==> config.mk <==
export PLATFORM = sky130hd
export DESIGN_NAME = rsh_switchover
export DESIGN_NICKNAME = d
export VERILOG_FILES = /design/src/rsh_pkg.sv /design/src/rsh_switchover.sv
export SDC_FILE = /design/constraint.sdc
export NUM_CORES = 1
export LEC_CHECK = 0
export ABC_AREA = 1
export BUFFER_PORTS_ARGS = -buffer_cell sky130_fd_sc_hd__buf_2
export CAP_MARGIN = 20
export CORE_ASPECT_RATIO = 0.7
export CORE_MARGIN = 5
export CORE_UTILIZATION = 45
export CTS_CLUSTER_DIAMETER = 60
export DETAILED_ROUTE_END_ITERATION = 16
export PLACE_DENSITY_LB_ADDON = 0.25
export SLEW_MARGIN = 20
export SYNTH_ARGS = -nofsm -noshare
export SYNTH_HDL_FRONTEND = slang
export SYNTH_SLANG_ARGS = --single-unit
==> constraint.sdc <==
create_clock -name aclk -period 6.8 [get_ports aclk]
set_input_delay 1.02 -clock aclk [delete_from_list [all_inputs] [get_ports aclk]]
set_output_delay 1.02 -clock aclk [all_outputs]
set_load 0.03 [all_outputs]
==> src/rsh_pkg.sv <==
/*
 * Constants, register map and types for the reference switchover and
 * holdover controller.
 * Assumes a 100 MHz register clock and an AXI4-Lite host.
 */
`default_nettype none
package rsh_pkg;
  // ----------------------------------------------------------------
  // Clock and timing
  // ----------------------------------------------------------------
  localparam int unsigned CLK_MHZ = 100;
  localparam int unsigned CAL_SETTLE_NS = 1000;
  localparam int unsigned CAL_SETTLE_CYC = (CAL_SETTLE_NS * CLK_MHZ + 999) / 1000;
  localparam int CNT_W = 12;

  // ----------------------------------------------------------------
  // Register byte offsets
  // ----------------------------------------------------------------
  localparam logic [7:0] OFS_CTRL = 8'h00;
  localparam logic [7:0] OFS_DIV_PRI = 8'h04;
  localparam logic [7:0] OFS_DIV_SEC = 8'h08;
  localparam logic [7:0] OFS_VCO_DIV = 8'h0c;
  localparam logic [7:0] OFS_STATUS = 8'h10;
  localparam logic [7:0] OFS_OUT_BASE = 8'h40;

  // ----------------------------------------------------------------
  // Widths and reset values
  // ----------------------------------------------------------------
  localparam int NUM_OUT = 14;
  localparam int CTRL_W = 12;
  localparam int REFDIV_W = 10;
  localparam int OUTDIV_W = 8;
  localparam int DLY_W = 6;
  localparam int BAND_W = 6;
  localparam int VDIV_W = 3;
  localparam logic [CTRL_W-1:0] CTRL_RST = 12'h000;
  localparam logic [REFDIV_W-1:0] REFDIV_RST = 10'h001;
  localparam logic [VDIV_W-1:0] VDIV_MIN = 3'h3;
  localparam logic [VDIV_W-1:0] VDIV_MAX = 3'h5;
  localparam logic [BAND_W-1:0] BAND_RST = 6'h00;

  // ----------------------------------------------------------------
  // Control bit positions
  // ----------------------------------------------------------------
  localparam int CB_MANUAL = 0;
  localparam int CB_SEL_BY_PIN = 1;
  localparam int CB_SEL_SEC = 2;
  localparam int CB_REVERTIVE = 3;
  localparam int CB_HOLD_DIS = 4;
  localparam int CB_HOLD_MID = 5;
  localparam int CB_LOOP_PD = 6;
  localparam int CB_DIFF_SEL = 7;
  localparam int CB_SE_PD_PRI = 8;
  localparam int CB_SE_PD_SEC = 9;
  localparam int CB_DOUBLER = 10;
  localparam int CB_CAL = 11;

  // ----------------------------------------------------------------
  // Status bit positions and output register fields
  // ----------------------------------------------------------------
  localparam int SB_ON_SEC = 0;
  localparam int SB_HOLD = 1;
  localparam int SB_NONREV = 2;
  localparam int SB_PRI_OK = 3;
  localparam int SB_SEC_OK = 4;
  localparam int SB_CAL_BUSY = 5;
  localparam int SB_BAND_LSB = 8;
  localparam int OF_DLY_LSB = 8;

  localparam logic [1:0] RESP_OKAY = 2'h0;
  localparam logic [1:0] RESP_SLVERR = 2'h2;

  // ----------------------------------------------------------------
  // Types
  // ----------------------------------------------------------------
  typedef enum logic [1:0] {ST_PRIMARY, ST_SECONDARY, ST_HOLDOVER} rsh_sel_t;

  typedef struct packed {
    logic [DLY_W-1:0] delay;
    logic [OUTDIV_W-1:0] div_m1;
  } rsh_out_cfg_t;

  typedef struct packed {
    logic pri_s1, pri_s2, sec_s1, sec_s2, pin_s1, pin_s2, hi_s1, hi_s2;
  } rsh_sync_t;

  typedef struct packed {
    rsh_sync_t sy;
    rsh_sel_t sel;
    logic nonrev;
    logic resync;
    logic [CTRL_W-1:0] ctrl;
    logic [REFDIV_W-1:0] div_pri;
    logic [REFDIV_W-1:0] div_sec;
    logic [VDIV_W-1:0] vco_div;
    rsh_out_cfg_t [NUM_OUT-1:0] outs;
    logic aw_held, w_held, bvalid, rvalid;
    logic [7:0] awaddr;
    logic [31:0] wdata;
    logic [3:0] wstrb;
    logic [1:0] bresp, rresp;
    logic [31:0] rdata;
    logic cal_busy, cal_prev;
    logic [BAND_W-1:0] band;
    logic [2:0] cal_idx;
    logic [CNT_W-1:0] cal_cnt;
  } rsh_state_t;
endpackage
`default_nettype wire

==> src/rsh_switchover.sv <==
/*
 * Reference switchover, holdover, receiver power-down, divider settings
 * and oscillator band calibration behind an AXI4-Lite register slave.
 * Assumes presence flags, select pin and band comparator are asynchronous
 * levels; analog parts act on the control outputs.
 */
// Operation
// - Both reference presence monitors steer automatic selection and holdover entry.
// - Manual selection by control register or by the select pin.
// - Auto mode switches to secondary when primary lost and secondary present.
// - Nonrevertive: stay on secondary; return only when secondary lost.
// - Revertive: with no nonrevertive switch recorded, return to primary as soon as it is seen again.
// - Nonrevertive switch record is cleared only by device reset.
// - No reference present: enter holdover, charge pump tristated.
// - Optionally drive tuning node to mid-supply in holdover.
// - Leave holdover when a reference appears; resync cleanup loop.
// - A control bit disables automatic holdover entry.
// - Multiplier loop stays on oscillator and locked during holdover.
// - Each reference divider programmable 1 to 1023.
// - Differential receiver off when not selected or loop powered down.
// - Single-ended buffer off on loop down, own bit, or differential select.
// - Oscillator to distribution divider is 3, 4 or 5.
// - Each output has divider 1 to 256 and coarse delay.
// - Optional doubler on multiplier loop reference input.
// - Oscillator tuning band chosen automatically by calibration.
`timescale 1ns/1ns
`default_nettype none
module rsh_switchover (
  // Clock and reset
  input wire logic aclk,
  input wire logic aresetn,
  // AXI4-Lite write address and data
  input wire logic [7:0] s_axi_awaddr,
  input wire logic s_axi_awvalid,
  output logic s_axi_awready,
  input wire logic [31:0] s_axi_wdata,
  input wire logic [3:0] s_axi_wstrb,
  input wire logic s_axi_wvalid,
  output logic s_axi_wready,
  // AXI4-Lite write response
  output logic [1:0] s_axi_bresp,
  output logic s_axi_bvalid,
  input wire logic s_axi_bready,
  // AXI4-Lite read
  input wire logic [7:0] s_axi_araddr,
  input wire logic s_axi_arvalid,
  output logic s_axi_arready,
  output logic [31:0] s_axi_rdata,
  output logic [1:0] s_axi_rresp,
  output logic s_axi_rvalid,
  input wire logic s_axi_rready,
  // Reference monitors and select pin
  input wire logic primary_reference_present,
  input wire logic secondary_reference_present,
  input wire logic ref_select_pin,
  // Band comparator from the oscillator
  input wire logic vco_band_too_high,
  // Switchover and charge pump control
  output logic use_secondary_reference,
  output logic holdover_active,
  output logic cleanup_loop_cp_tristate,
  output logic cleanup_loop_cp_midsupply,
  output logic cleanup_loop_resync,
  // Receiver power-down
  output logic diff_receiver_pd,
  output logic se_buffer_pd_primary,
  output logic se_buffer_pd_secondary,
  // Divider and multiplier loop settings
  output logic [rsh_pkg::REFDIV_W-1:0] primary_reference_div,
  output logic [rsh_pkg::REFDIV_W-1:0] secondary_reference_div,
  output logic [rsh_pkg::VDIV_W-1:0] vco_out_div,
  output rsh_pkg::rsh_out_cfg_t [rsh_pkg::NUM_OUT-1:0] out_cfg,
  output logic multiplier_loop_doubler_en,
  output logic [rsh_pkg::BAND_W-1:0] vco_band,
  output logic vco_cal_busy
);
  rsh_pkg::rsh_state_t s;
  rsh_pkg::rsh_state_t next_s;

  // ----------------------------------------------------------------
  // Register access helpers
  // ----------------------------------------------------------------
  // Read value of an address, bit 32 set when the address is mapped
  function automatic logic [32:0] reg_read(input rsh_pkg::rsh_state_t st,
                                           input logic [7:0] a);
    logic [32:0] r;
    logic [7:0] idx;
    r = '0;
    idx = (a - rsh_pkg::OFS_OUT_BASE) >> 2;
    if (a == rsh_pkg::OFS_CTRL) begin
      r = {1'b1, 20'h00000, st.ctrl};
    end else if (a == rsh_pkg::OFS_DIV_PRI) begin
      r = {1'b1, 22'h000000, st.div_pri};
    end else if (a == rsh_pkg::OFS_DIV_SEC) begin
      r = {1'b1, 22'h000000, st.div_sec};
    end else if (a == rsh_pkg::OFS_VCO_DIV) begin
      r = {1'b1, 29'h00000000, st.vco_div};
    end else if (a == rsh_pkg::OFS_STATUS) begin
      r[32] = 1'b1;
      r[rsh_pkg::SB_ON_SEC] = (st.sel == rsh_pkg::ST_SECONDARY);
      r[rsh_pkg::SB_HOLD] = (st.sel == rsh_pkg::ST_HOLDOVER);
      r[rsh_pkg::SB_NONREV] = st.nonrev;
      r[rsh_pkg::SB_PRI_OK] = st.sy.pri_s2;
      r[rsh_pkg::SB_SEC_OK] = st.sy.sec_s2;
      r[rsh_pkg::SB_CAL_BUSY] = st.cal_busy;
      r[rsh_pkg::SB_BAND_LSB +: rsh_pkg::BAND_W] = st.band;
    end else if (a >= rsh_pkg::OFS_OUT_BASE && a[1:0] == 2'h0 &&
                 idx < 8'(rsh_pkg::NUM_OUT)) begin
      r = {1'b1, 18'h00000, st.outs[idx[3:0]]};
    end
    return r;
  endfunction

  // Byte-lane merge of write data onto the old value
  function automatic logic [31:0] merge(input logic [31:0] old,
                                        input logic [31:0] d,
                                        input logic [3:0] strb);
    logic [31:0] m;
    m = old;
    for (int i = 0; i < 4; i++) begin
      if (strb[i]) begin
        m[8*i +: 8] = d[8*i +: 8];
      end
    end
    return m;
  endfunction

  localparam int CNT_W = rsh_pkg::CNT_W;
  logic [32:0] wr_old;
  logic [31:0] wv;
  logic [32:0] rd_val;
  logic [7:0] widx;
  logic do_write;
  logic pri_ok;
  logic sec_ok;
  logic manual_sec;

  // ----------------------------------------------------------------
  // Next-state logic
  // ----------------------------------------------------------------
  always_comb begin
    next_s = s;
    pri_ok = s.sy.pri_s2;
    sec_ok = s.sy.sec_s2;
    wr_old = reg_read(s, s.awaddr);
    wv = merge(wr_old[31:0], s.wdata, s.wstrb);
    widx = (s.awaddr - rsh_pkg::OFS_OUT_BASE) >> 2;
    rd_val = reg_read(s, s_axi_araddr);
    do_write = s.aw_held && s.w_held && !s.bvalid;

    // Input synchronisers
    next_s.sy.pri_s1 = primary_reference_present;
    next_s.sy.pri_s2 = s.sy.pri_s1;
    next_s.sy.sec_s1 = secondary_reference_present;
    next_s.sy.sec_s2 = s.sy.sec_s1;
    next_s.sy.pin_s1 = ref_select_pin;
    next_s.sy.pin_s2 = s.sy.pin_s1;
    next_s.sy.hi_s1 = vco_band_too_high;
    next_s.sy.hi_s2 = s.sy.hi_s1;

    // Write channel capture and response
    if (s_axi_awvalid && s_axi_awready) begin
      next_s.aw_held = 1'b1;
      next_s.awaddr = s_axi_awaddr;
    end
    if (s_axi_wvalid && s_axi_wready) begin
      next_s.w_held = 1'b1;
      next_s.wdata = s_axi_wdata;
      next_s.wstrb = s_axi_wstrb;
    end
    if (s.bvalid && s_axi_bready) begin
      next_s.bvalid = 1'b0;
    end
    if (do_write) begin
      next_s.aw_held = 1'b0;
      next_s.w_held = 1'b0;
      next_s.bvalid = 1'b1;
      next_s.bresp = (wr_old[32] && s.awaddr != rsh_pkg::OFS_STATUS) ?
                     rsh_pkg::RESP_OKAY : rsh_pkg::RESP_SLVERR;
      if (s.awaddr == rsh_pkg::OFS_CTRL) begin
        next_s.ctrl = wv[rsh_pkg::CTRL_W-1:0];
      end else if (s.awaddr == rsh_pkg::OFS_DIV_PRI &&
                   wv[rsh_pkg::REFDIV_W-1:0] != '0) begin
        next_s.div_pri = wv[rsh_pkg::REFDIV_W-1:0];
      end else if (s.awaddr == rsh_pkg::OFS_DIV_SEC &&
                   wv[rsh_pkg::REFDIV_W-1:0] != '0) begin
        next_s.div_sec = wv[rsh_pkg::REFDIV_W-1:0];
      end else if (s.awaddr == rsh_pkg::OFS_VCO_DIV &&
                   wv[rsh_pkg::VDIV_W-1:0] >= rsh_pkg::VDIV_MIN &&
                   wv[rsh_pkg::VDIV_W-1:0] <= rsh_pkg::VDIV_MAX &&
                   wv[31:rsh_pkg::VDIV_W] == '0) begin
        next_s.vco_div = wv[rsh_pkg::VDIV_W-1:0];
      end else if (wr_old[32] && s.awaddr >= rsh_pkg::OFS_OUT_BASE) begin
        next_s.outs[widx[3:0]] = wv[$bits(rsh_pkg::rsh_out_cfg_t)-1:0];
      end
    end

    // Read channel
    if (s.rvalid && s_axi_rready) begin
      next_s.rvalid = 1'b0;
    end
    if (s_axi_arvalid && s_axi_arready) begin
      next_s.rvalid = 1'b1;
      next_s.rdata = rd_val[31:0];
      next_s.rresp = rd_val[32] ? rsh_pkg::RESP_OKAY : rsh_pkg::RESP_SLVERR;
    end

    // Reference selection state machine
    next_s.resync = 1'b0;
    manual_sec = s.ctrl[rsh_pkg::CB_SEL_BY_PIN] ? s.sy.pin_s2 :
                 s.ctrl[rsh_pkg::CB_SEL_SEC];
    if (!pri_ok && !sec_ok && !s.ctrl[rsh_pkg::CB_HOLD_DIS]) begin
      next_s.sel = rsh_pkg::ST_HOLDOVER;
    end else if (s.ctrl[rsh_pkg::CB_MANUAL]) begin
      // No presence check on a manual secondary pick
      next_s.sel = manual_sec ? rsh_pkg::ST_SECONDARY :
                   rsh_pkg::ST_PRIMARY;
      next_s.resync = (s.sel == rsh_pkg::ST_HOLDOVER);
    end else begin
      unique case (s.sel)
        rsh_pkg::ST_PRIMARY: begin
          if (!pri_ok && sec_ok) begin
            next_s.sel = rsh_pkg::ST_SECONDARY;
            if (!s.ctrl[rsh_pkg::CB_REVERTIVE]) begin
              next_s.nonrev = 1'b1;
            end
          end
        end
        rsh_pkg::ST_SECONDARY: begin
          if (!sec_ok) begin
            next_s.sel = rsh_pkg::ST_PRIMARY;
          end else if (pri_ok && s.ctrl[rsh_pkg::CB_REVERTIVE] &&
                       !s.nonrev) begin
            next_s.sel = rsh_pkg::ST_PRIMARY;
          end
        end
        rsh_pkg::ST_HOLDOVER: begin
          if (pri_ok || sec_ok || s.ctrl[rsh_pkg::CB_HOLD_DIS]) begin
            next_s.sel = (pri_ok || !sec_ok) ? rsh_pkg::ST_PRIMARY :
                         rsh_pkg::ST_SECONDARY;
            next_s.resync = 1'b1;
          end
        end
        default: next_s.sel = rsh_pkg::ST_PRIMARY;
      endcase
    end

    // Band calibration by successive approximation
    next_s.cal_prev = s.ctrl[rsh_pkg::CB_CAL];
    if (!s.cal_busy) begin
      if (s.ctrl[rsh_pkg::CB_CAL] && !s.cal_prev) begin
        next_s.cal_busy = 1'b1;
        next_s.cal_idx = 3'(rsh_pkg::BAND_W - 1);
        next_s.band = rsh_pkg::BAND_RST;
        next_s.band[rsh_pkg::BAND_W-1] = 1'b1;
        next_s.cal_cnt = '0;
      end
    end else if (s.cal_cnt != CNT_W'(rsh_pkg::CAL_SETTLE_CYC - 1)) begin
      next_s.cal_cnt = s.cal_cnt + 1'b1;
    end else begin
      next_s.cal_cnt = '0;
      if (s.sy.hi_s2) begin
        next_s.band[s.cal_idx] = 1'b0;
      end
      if (s.cal_idx == 3'h0) begin
        next_s.cal_busy = 1'b0;
      end else begin
        next_s.cal_idx = s.cal_idx - 1'b1;
        next_s.band[s.cal_idx - 1'b1] = 1'b1;
      end
    end
  end

  // ----------------------------------------------------------------
  // State register
  // ----------------------------------------------------------------
  always_ff @(posedge aclk) begin
    if (!aresetn) begin
      s <= '0;
      // Presence syncs start as present: no false holdover after reset
      s.sy.pri_s1 <= 1'b1;
      s.sy.pri_s2 <= 1'b1;
      s.sy.sec_s1 <= 1'b1;
      s.sy.sec_s2 <= 1'b1;
      s.sel <= rsh_pkg::ST_PRIMARY;
      s.nonrev <= 1'b0;
      s.ctrl <= rsh_pkg::CTRL_RST;
      s.div_pri <= rsh_pkg::REFDIV_RST;
      s.div_sec <= rsh_pkg::REFDIV_RST;
      s.vco_div <= rsh_pkg::VDIV_MIN;
      s.band <= rsh_pkg::BAND_RST;
    end else begin
      s <= next_s;
    end
  end

  // ----------------------------------------------------------------
  // Outputs
  // ----------------------------------------------------------------
  // Bus handshakes
  assign s_axi_awready = !s.aw_held && !s.bvalid;
  assign s_axi_wready = !s.w_held && !s.bvalid;
  assign s_axi_bvalid = s.bvalid;
  assign s_axi_bresp = s.bresp;
  assign s_axi_arready = !s.rvalid;
  assign s_axi_rvalid = s.rvalid;
  assign s_axi_rdata = s.rdata;
  assign s_axi_rresp = s.rresp;

  // Holdover only touches the cleanup loop charge pump
  assign use_secondary_reference = (s.sel == rsh_pkg::ST_SECONDARY);
  assign holdover_active = (s.sel == rsh_pkg::ST_HOLDOVER);
  assign cleanup_loop_cp_tristate = holdover_active &&
                                    !s.ctrl[rsh_pkg::CB_HOLD_MID];
  assign cleanup_loop_cp_midsupply = holdover_active &&
                                     s.ctrl[rsh_pkg::CB_HOLD_MID];
  assign cleanup_loop_resync = s.resync;

  // Receiver power-down
  assign diff_receiver_pd = !s.ctrl[rsh_pkg::CB_DIFF_SEL] ||
                            s.ctrl[rsh_pkg::CB_LOOP_PD];
  assign se_buffer_pd_primary = s.ctrl[rsh_pkg::CB_LOOP_PD] ||
                                s.ctrl[rsh_pkg::CB_SE_PD_PRI] ||
                                s.ctrl[rsh_pkg::CB_DIFF_SEL];
  assign se_buffer_pd_secondary = s.ctrl[rsh_pkg::CB_LOOP_PD] ||
                                  s.ctrl[rsh_pkg::CB_SE_PD_SEC] ||
                                  s.ctrl[rsh_pkg::CB_DIFF_SEL];

  // Divider settings
  assign primary_reference_div = s.div_pri;
  assign secondary_reference_div = s.div_sec;
  assign vco_out_div = s.vco_div;
  assign out_cfg = s.outs;
  assign multiplier_loop_doubler_en = s.ctrl[rsh_pkg::CB_DOUBLER];
  assign vco_band = s.band;
  assign vco_cal_busy = s.cal_busy;
endmodule
`default_nettype wire

---- After elaboration in Yosys (flattened, before gate mapping) ----
Index checks and enable logic that the tools add are counted.
operators by class
  mux-type cells .......................... 67
  $add $sub $neg .......................... 4
  equality and inequality tests ........... 20
  bitwise operators ....................... 11
  reductions and logical operators ........ 73
  magnitude comparators ................... 13
operator list
  cell                                                               count
  2-to-1 mux 33 bit                                                  10
  bitwise mux 196 bit                                                1
  binary-select mux 14 bit (select 4 bit)                            2
  demux 14 bit (select 4 bit)                                        1
  2-to-1 mux 14 bit                                                  3
  2-to-1 mux 21 bit                                                  2
  2-to-1 mux 6 bit                                                   7
  2-to-1 mux 18 bit                                                  2
  equality test 8 x 4 -> 1 bit, second input constant                4
  2-to-1 mux 8 bit                                                   4
  logical AND 1 bit                                                  31
  logical NOT 29 bit                                                 1
  2-to-1 mux 1 bit                                                   19
  2-to-1 mux 2 bit                                                   9
  2-to-1 mux 9 bit                                                   2
  equality test 8 x 3 -> 1 bit, second input constant                2
  equality test 8 x 5 -> 1 bit, second input constant                2
  greater-or-equal comparator 8 x 7 -> 1 bit, second input constant  2
  logical NOT 8 bit                                                  2
  subtractor 8 x 7 -> 8 bit, second input constant                   2
  adder 12 x 1 -> 12 bit, second input constant                      1
  < comparator 6 x 4 -> 1 bit, second input constant                 2
  2-to-1 mux 12 bit                                                  1
  inequality test 12 x 7 -> 1 bit, second input constant             1
  other kinds (36)                                                   75
word-level totals
  word-level logic and storage cells ...... 247
  input port bits ......................... 63
  output and inout bits ................... 276
  flip-flop bits (word level) ............. 350

---- Depth between registers and ports, before layout ----
  word-level depth ........................ 16
  mapped depth ............................ 24

---- Least setup slack after synthesis ----
OpenSTA, ideal clock, no wires.
  path type ............................... input to register
  start ................................... input s_axi_araddr[2]
  end ..................................... register s, in the netlist s_axi_rdata[9]
  data required time ...................... 6.730 ns
  arrival ................................. 2.606 ns
  path buffers ............................ 1
  slack ................................... 4.124 ns
  setup time .............................. 0.070 ns
  stages on the path ...................... 9
  cells stage by stage .................... inv_1 -> nor2_1 -> inv_1 -> clkbuf_1 -> nor3_1 -> inv_1 -> o221ai_1 -> nand2_1 -> a21oi_1
between the ends
  word-level cells in the longest chain between the ends .. 9
RTL lines
  item                                                                                            RTL line                                      RTL
  from (decl)                                                                                     rsh_switchover.sv:45                          input wire logic [7:0] s_axi_araddr,
  subtractor 8 x 7 -> 8 bit / greater-or-equal comparator 8 x 7 -> 1 bit (equally long branches)  rsh_switchover.sv:89, rsh_switchover.sv:107
  < comparator 6 x 4 -> 1 bit (tied with other cells)                                             rsh_switchover.sv:108                         idx < 8'(rsh_pkg::NUM_OUT)) begin
  logical AND 1 bit / 2-to-1 mux 14 bit (equally long branches)                                   rsh_switchover.sv:107, rsh_switchover.sv:109
  2-to-1 mux 33 bit                                                                               rsh_switchover.sv:107                         end else if (a >= rsh_pkg::OFS_OUT_BASE && a[1:0] == 2'h0 &&
  2-to-1 mux 6 bit                                                                                rsh_switchover.sv:98                          end else if (a == rsh_pkg::OFS_STATUS) begin
  2-to-1 mux 33 bit                                                                               rsh_switchover.sv:96                          end else if (a == rsh_pkg::OFS_VCO_DIV) begin
  2-to-1 mux 33 bit                                                                               rsh_switchover.sv:94                          end else if (a == rsh_pkg::OFS_DIV_SEC) begin
  2-to-1 mux 33 bit                                                                               rsh_switchover.sv:92                          end else if (a == rsh_pkg::OFS_DIV_PRI) begin
  2-to-1 mux 33 bit (*)                                                                           rsh_switchover.sv:90                          if (a == rsh_pkg::OFS_CTRL) begin
  to (signal assigned)                                                                            rsh_switchover.sv:293                         s <= next_s;
  to (decl)                                                                                       rsh_switchover.sv:77                          rsh_pkg::rsh_state_t s;
Every way passes the cells marked *; elsewhere a longest branch is shown, timed or not. The select of a mux whose other input is x is not followed.
A chain may end at the register's enable or synchronous reset.

---- Final worst setup path ----
  start ................................... register s[97] (netlist bit)
  end ..................................... register s, in the netlist vco_out_div[2]
between the ends
  word-level cells in the longest chain between the ends .. 15
RTL lines
  item                                                                                            RTL line                                      RTL
  subtractor 8 x 7 -> 8 bit / greater-or-equal comparator 8 x 7 -> 1 bit (equally long branches)  n/a
  < comparator 6 x 4 -> 1 bit (tied with other cells)                                             rsh_switchover.sv:108
  logical AND 1 bit / 2-to-1 mux 14 bit (equally long branches)                                   rsh_switchover.sv:107, rsh_switchover.sv:109
  2-to-1 mux 33 bit                                                                               rsh_switchover.sv:107
  2-to-1 mux 6 bit                                                                                rsh_switchover.sv:98
  2-to-1 mux 33 bit                                                                               rsh_switchover.sv:96
  2-to-1 mux 33 bit                                                                               rsh_switchover.sv:94
  2-to-1 mux 33 bit                                                                               rsh_switchover.sv:92
  2-to-1 mux 33 bit                                                                               rsh_switchover.sv:90
  2-to-1 mux 8 bit                                                                                rsh_switchover.sv:121                         if (strb[i]) begin
  greater-or-equal comparator 3 x 2 -> 1 bit                                                      rsh_switchover.sv:189                         wv[rsh_pkg::VDIV_W-1:0] >= rsh_pkg::VDIV_MIN &&
  logical AND 1 bit                                                                               rsh_switchover.sv:188                         end else if (s.awaddr == rsh_pkg::OFS_VCO_DIV &&
  logical AND 1 bit                                                                               rsh_switchover.sv:189
  logical AND 1 bit                                                                               rsh_switchover.sv:190                         wv[rsh_pkg::VDIV_W-1:0] <= rsh_pkg::VDIV_MAX &&
  AND reduction 5 bit (no line)                                                                   n/a
Parallel ways exist; a longest one is shown, timed or not. The select of a mux whose other input is x is not followed.

==> metrics.md <==
| Metric | Value |
|---|---|
| Max clock buf depth | `3` |
| Syn avg cell area | `6.63 µm²` |
| Final worst-path cycle share | `61.2%` |
| RSZ-0062 raised after global routing | `false` |
| # hold bufs at CTS | `0` |
| Share of the synthesized area in the top cell type | `34.2%` |
| Post-CTS Setup Repair Bufs | `0` |
| Dpl hpwl | `56.4 mm` |
| WS Path Type | `flop to flop` |
| Worst r2r dst | `vco_out_div[2]` |
| Die X-Extent | `258 µm` |
| H-tree depth | `2` |
| VDD IR max | `0.184 mV` |
| Setup total negative slack | `0 ns` |
| Pleak | `0.0103 µW` |
| Setup violations, final | `0` |
| Area growth syn-to-layout | `5.90%` |
| GRT Util Overall | `31.1%` |
| R2R depth | `18` |
| 1st-pass router iterations | `9` |
| Pin count of the biggest net entering global routing | `111` |
| N_diodes | `0` |
| Top cells by count, synth | `nand2_1, inv_1, dfxtp_1, o21ai_0, a21oi_1` |
| Final net count | `2964` |
| CTS Sinks | `330` |
| Core Area | `42300 µm²` |
| Syn. warnings | `0` |
| Setup crit end | `vco_out_div[2]` |
| WP depth | `18` |
| Clock transition at path regs | `0.06 ns` |
| Max Clock Skew | `0.0278 ns` |
| Final Slew Violations | `0` |
| Fin area | `20400 µm²` |
| Vias in the first global route | `17872` |
| Overall power | `4960 µW` |
| Remaining antenna violation count | `0` |
| Min-Delay Path Class | `flop to flop` |
| Util after Layout | `48.3%` |
| Hold Vio Cnt, Final | `0` |
| Clk Latency, worst-skew pair | `0.55 ns` |
| Main flop type after synthesis | `dfxtp_1` |
| Number of buffers created by CTS | `37` |
| CP required | `7.25 ns` |
| DRT Wirelength | `77.9 mm` |
| Global-route wire length before repair | `114 mm` |
| Count leader, synth | `nand2_1` |
| CP Buf/Inv Count | `2` |
| Height of the die | `183 µm` |
| Drt wl/cell | `22.4 µm` |
| Element type at the critical path start | `flop` |
| Critical Path Most Common Cell | `nand2_1` |
| Asr flop ratio synth | `0%` |
| Via count | `19554` |
| Worst-path cell chain | `inv_4 > nand2_1 > nor2_1 > nor2_1 > nand2_1 > nand2_1 > nand2_1 > inv_1 > nand2_1 > nand2_1 > a21boi_2 > nand3_1 > nor3_1 > nand3_1 > nor3_2 > nand3_2 > nor2_1 > nor2_1` |
| Crit-path max cell delay | `0.54 ns` |
| Vias/cell | `5.62` |
| Total gr overflow | `0` |
| Worst slew pin tran | `1.17 ns` |
| Critical path fanouts, max | `43` |
| CTS Root Cell | `clkbuf_16` |
| Arr. time, crit path | `4.61 ns` |
| R2r setup slk | `2.64 ns` |
| Fmax | `0.240 GHz` |
| Crit end category | `flop` |
| Relative slew slack | `21.6%` |
| Post-cts sizing count | `0` |
| Hold path depth | `1` |
| Crit path time final | `4.16 ns` |
| Register area share after synthesis | `34.2%` |
| GPL Wtd Cong | `0.985` |
| Layout cells sized above 1 | `16.6%` |
| Outcome | `finished, final reports clean` |
| Mapped Cells | `2911` |
| Total of max-cap violations | `0` |
| Crit path launch | `s[97]` |
| Mapped Area | `19300 µm²` |
| IO Count | `339` |
| Die ar. | `47200 µm²` |
| R2r startpoint | `s[97]` |
| Synth top area cells | `dfxtp_1, nand2_1, buf_4` |
| Cell family with most CP delay | `simple AND/OR/NAND/NOR gates` |
| # fillers | `4389` |
| Remaining DRCs | `0` |
| IO buf count | `318` |
| PwrDens | `242 nW/µm²` |
| Row Count | `63` |
| Post-Place Cell Area | `19100 µm²` |
| EDFF count, synth | `0` |
| Slowest cell on crit path | `nand2_1` |
| CTS tree | `built` |
| DRT iter0 DRCs | `2196` |
| Initial antenna violation count | `1` |
| Starting Density | `45.6%` |
| Synth area leader | `dfxtp_1` |
| FF+latch count, synth | `330` |
| Yosys cell types | `60` |
## power breakdown
part	total (µW)	switching, µW	internal [µW]
logic	784	598	186
clock network	2160	891	1270
registers	2010	36.0	1970
total	4960	1520	3430
## flip-flops by register name, summed over array words and instances (netlist names)
signal,count
primary_reference_div,10
s_axi_bresp,1
s_axi_bvalid,1
next_s,5
vco_cal_busy,1
cleanup_loop_resync,1
vco_out_div,3
s_axi_rvalid,1
s_axi_rresp,1
multiplier_loop_doubler_en,1
sec_ok,1
s,77
vco_band,6
s_axi_rdata,14
pri_ok,1
out_cfg,196
secondary_reference_div,10
## worst min path at each step
stage / from / to
floorplan: next_s[342] / s[342]
global placement: next_s[346] / sec_ok
detailed placement: next_s[346] / sec_ok
CTS: next_s[346] / sec_ok
global route: next_s[346] / sec_ok
finish: next_s[346] / sec_ok
## area by class of cell
type	count	area, µm²	area share [%]
clock buffers	50	1080	5.27
clock inverters	17	209	1.02
inverters	458	1730	8.46
multi-input cells	1731	8340	40.8
flip-flops and latches	330	6610	32.3
well taps	552	691	3.38
repair buffers	340	1780	8.71
## layout by cell type (no fill, tap or decap), drive strengths merged, types with 50 or more instances in the layout
cell type / Yosys / routed
o21ai: 330 / 330
clkbuf: 94 / 50
a21oi: 281 / 281
buf: 317 / 340
nand2: 567 / 567
inv: 456 / 459
o22ai: 78 / 78
dfxtp: 330 / 330
nor2: 257 / 257
nand3: 56 / 56
## metrics by stage
step | worst slack (ns) | hold slack (ns) | cells
2_1_floorplan | 4.12 | 0.390 | 2930
3_3_place_gp | 2.38 | 0.395 | 3410
3_5_place_dp | 2.32 | 0.402 | 3410
4_1_cts | 2.79 | 0.416 | 3477
5_1_grt | 2.40 | 0.427 | 3478
6_report | 2.64 | 0.411 | 3478
## per-layer routing
metal / share of wire, % / track usage (%) / routed length, µm / vias to the layer above
li1: - / - / - / 9036
met4: 3.7 / 11.0 / 2860 / 2
met3: 11 / 6.06 / 8300 / 171
met1: 43 / 44.5 / 33400 / 9193
met2: 43 / 47.1 / 33300 / 1152
met5: 0.0090 / 0 / 7 / -
## cells by family after synthesis
family	count (synthesis)	share of synthesized area, %
simple gates	924	19.9
buf+inv	869	23.0
compound gates	783	22.6
flops	330	34.2
fa+ha+maj	3	0.195
xor+xnor	1	0.0454
other cells	1	0.0194
No activity file was read; power rests on OpenSTA's default activity.
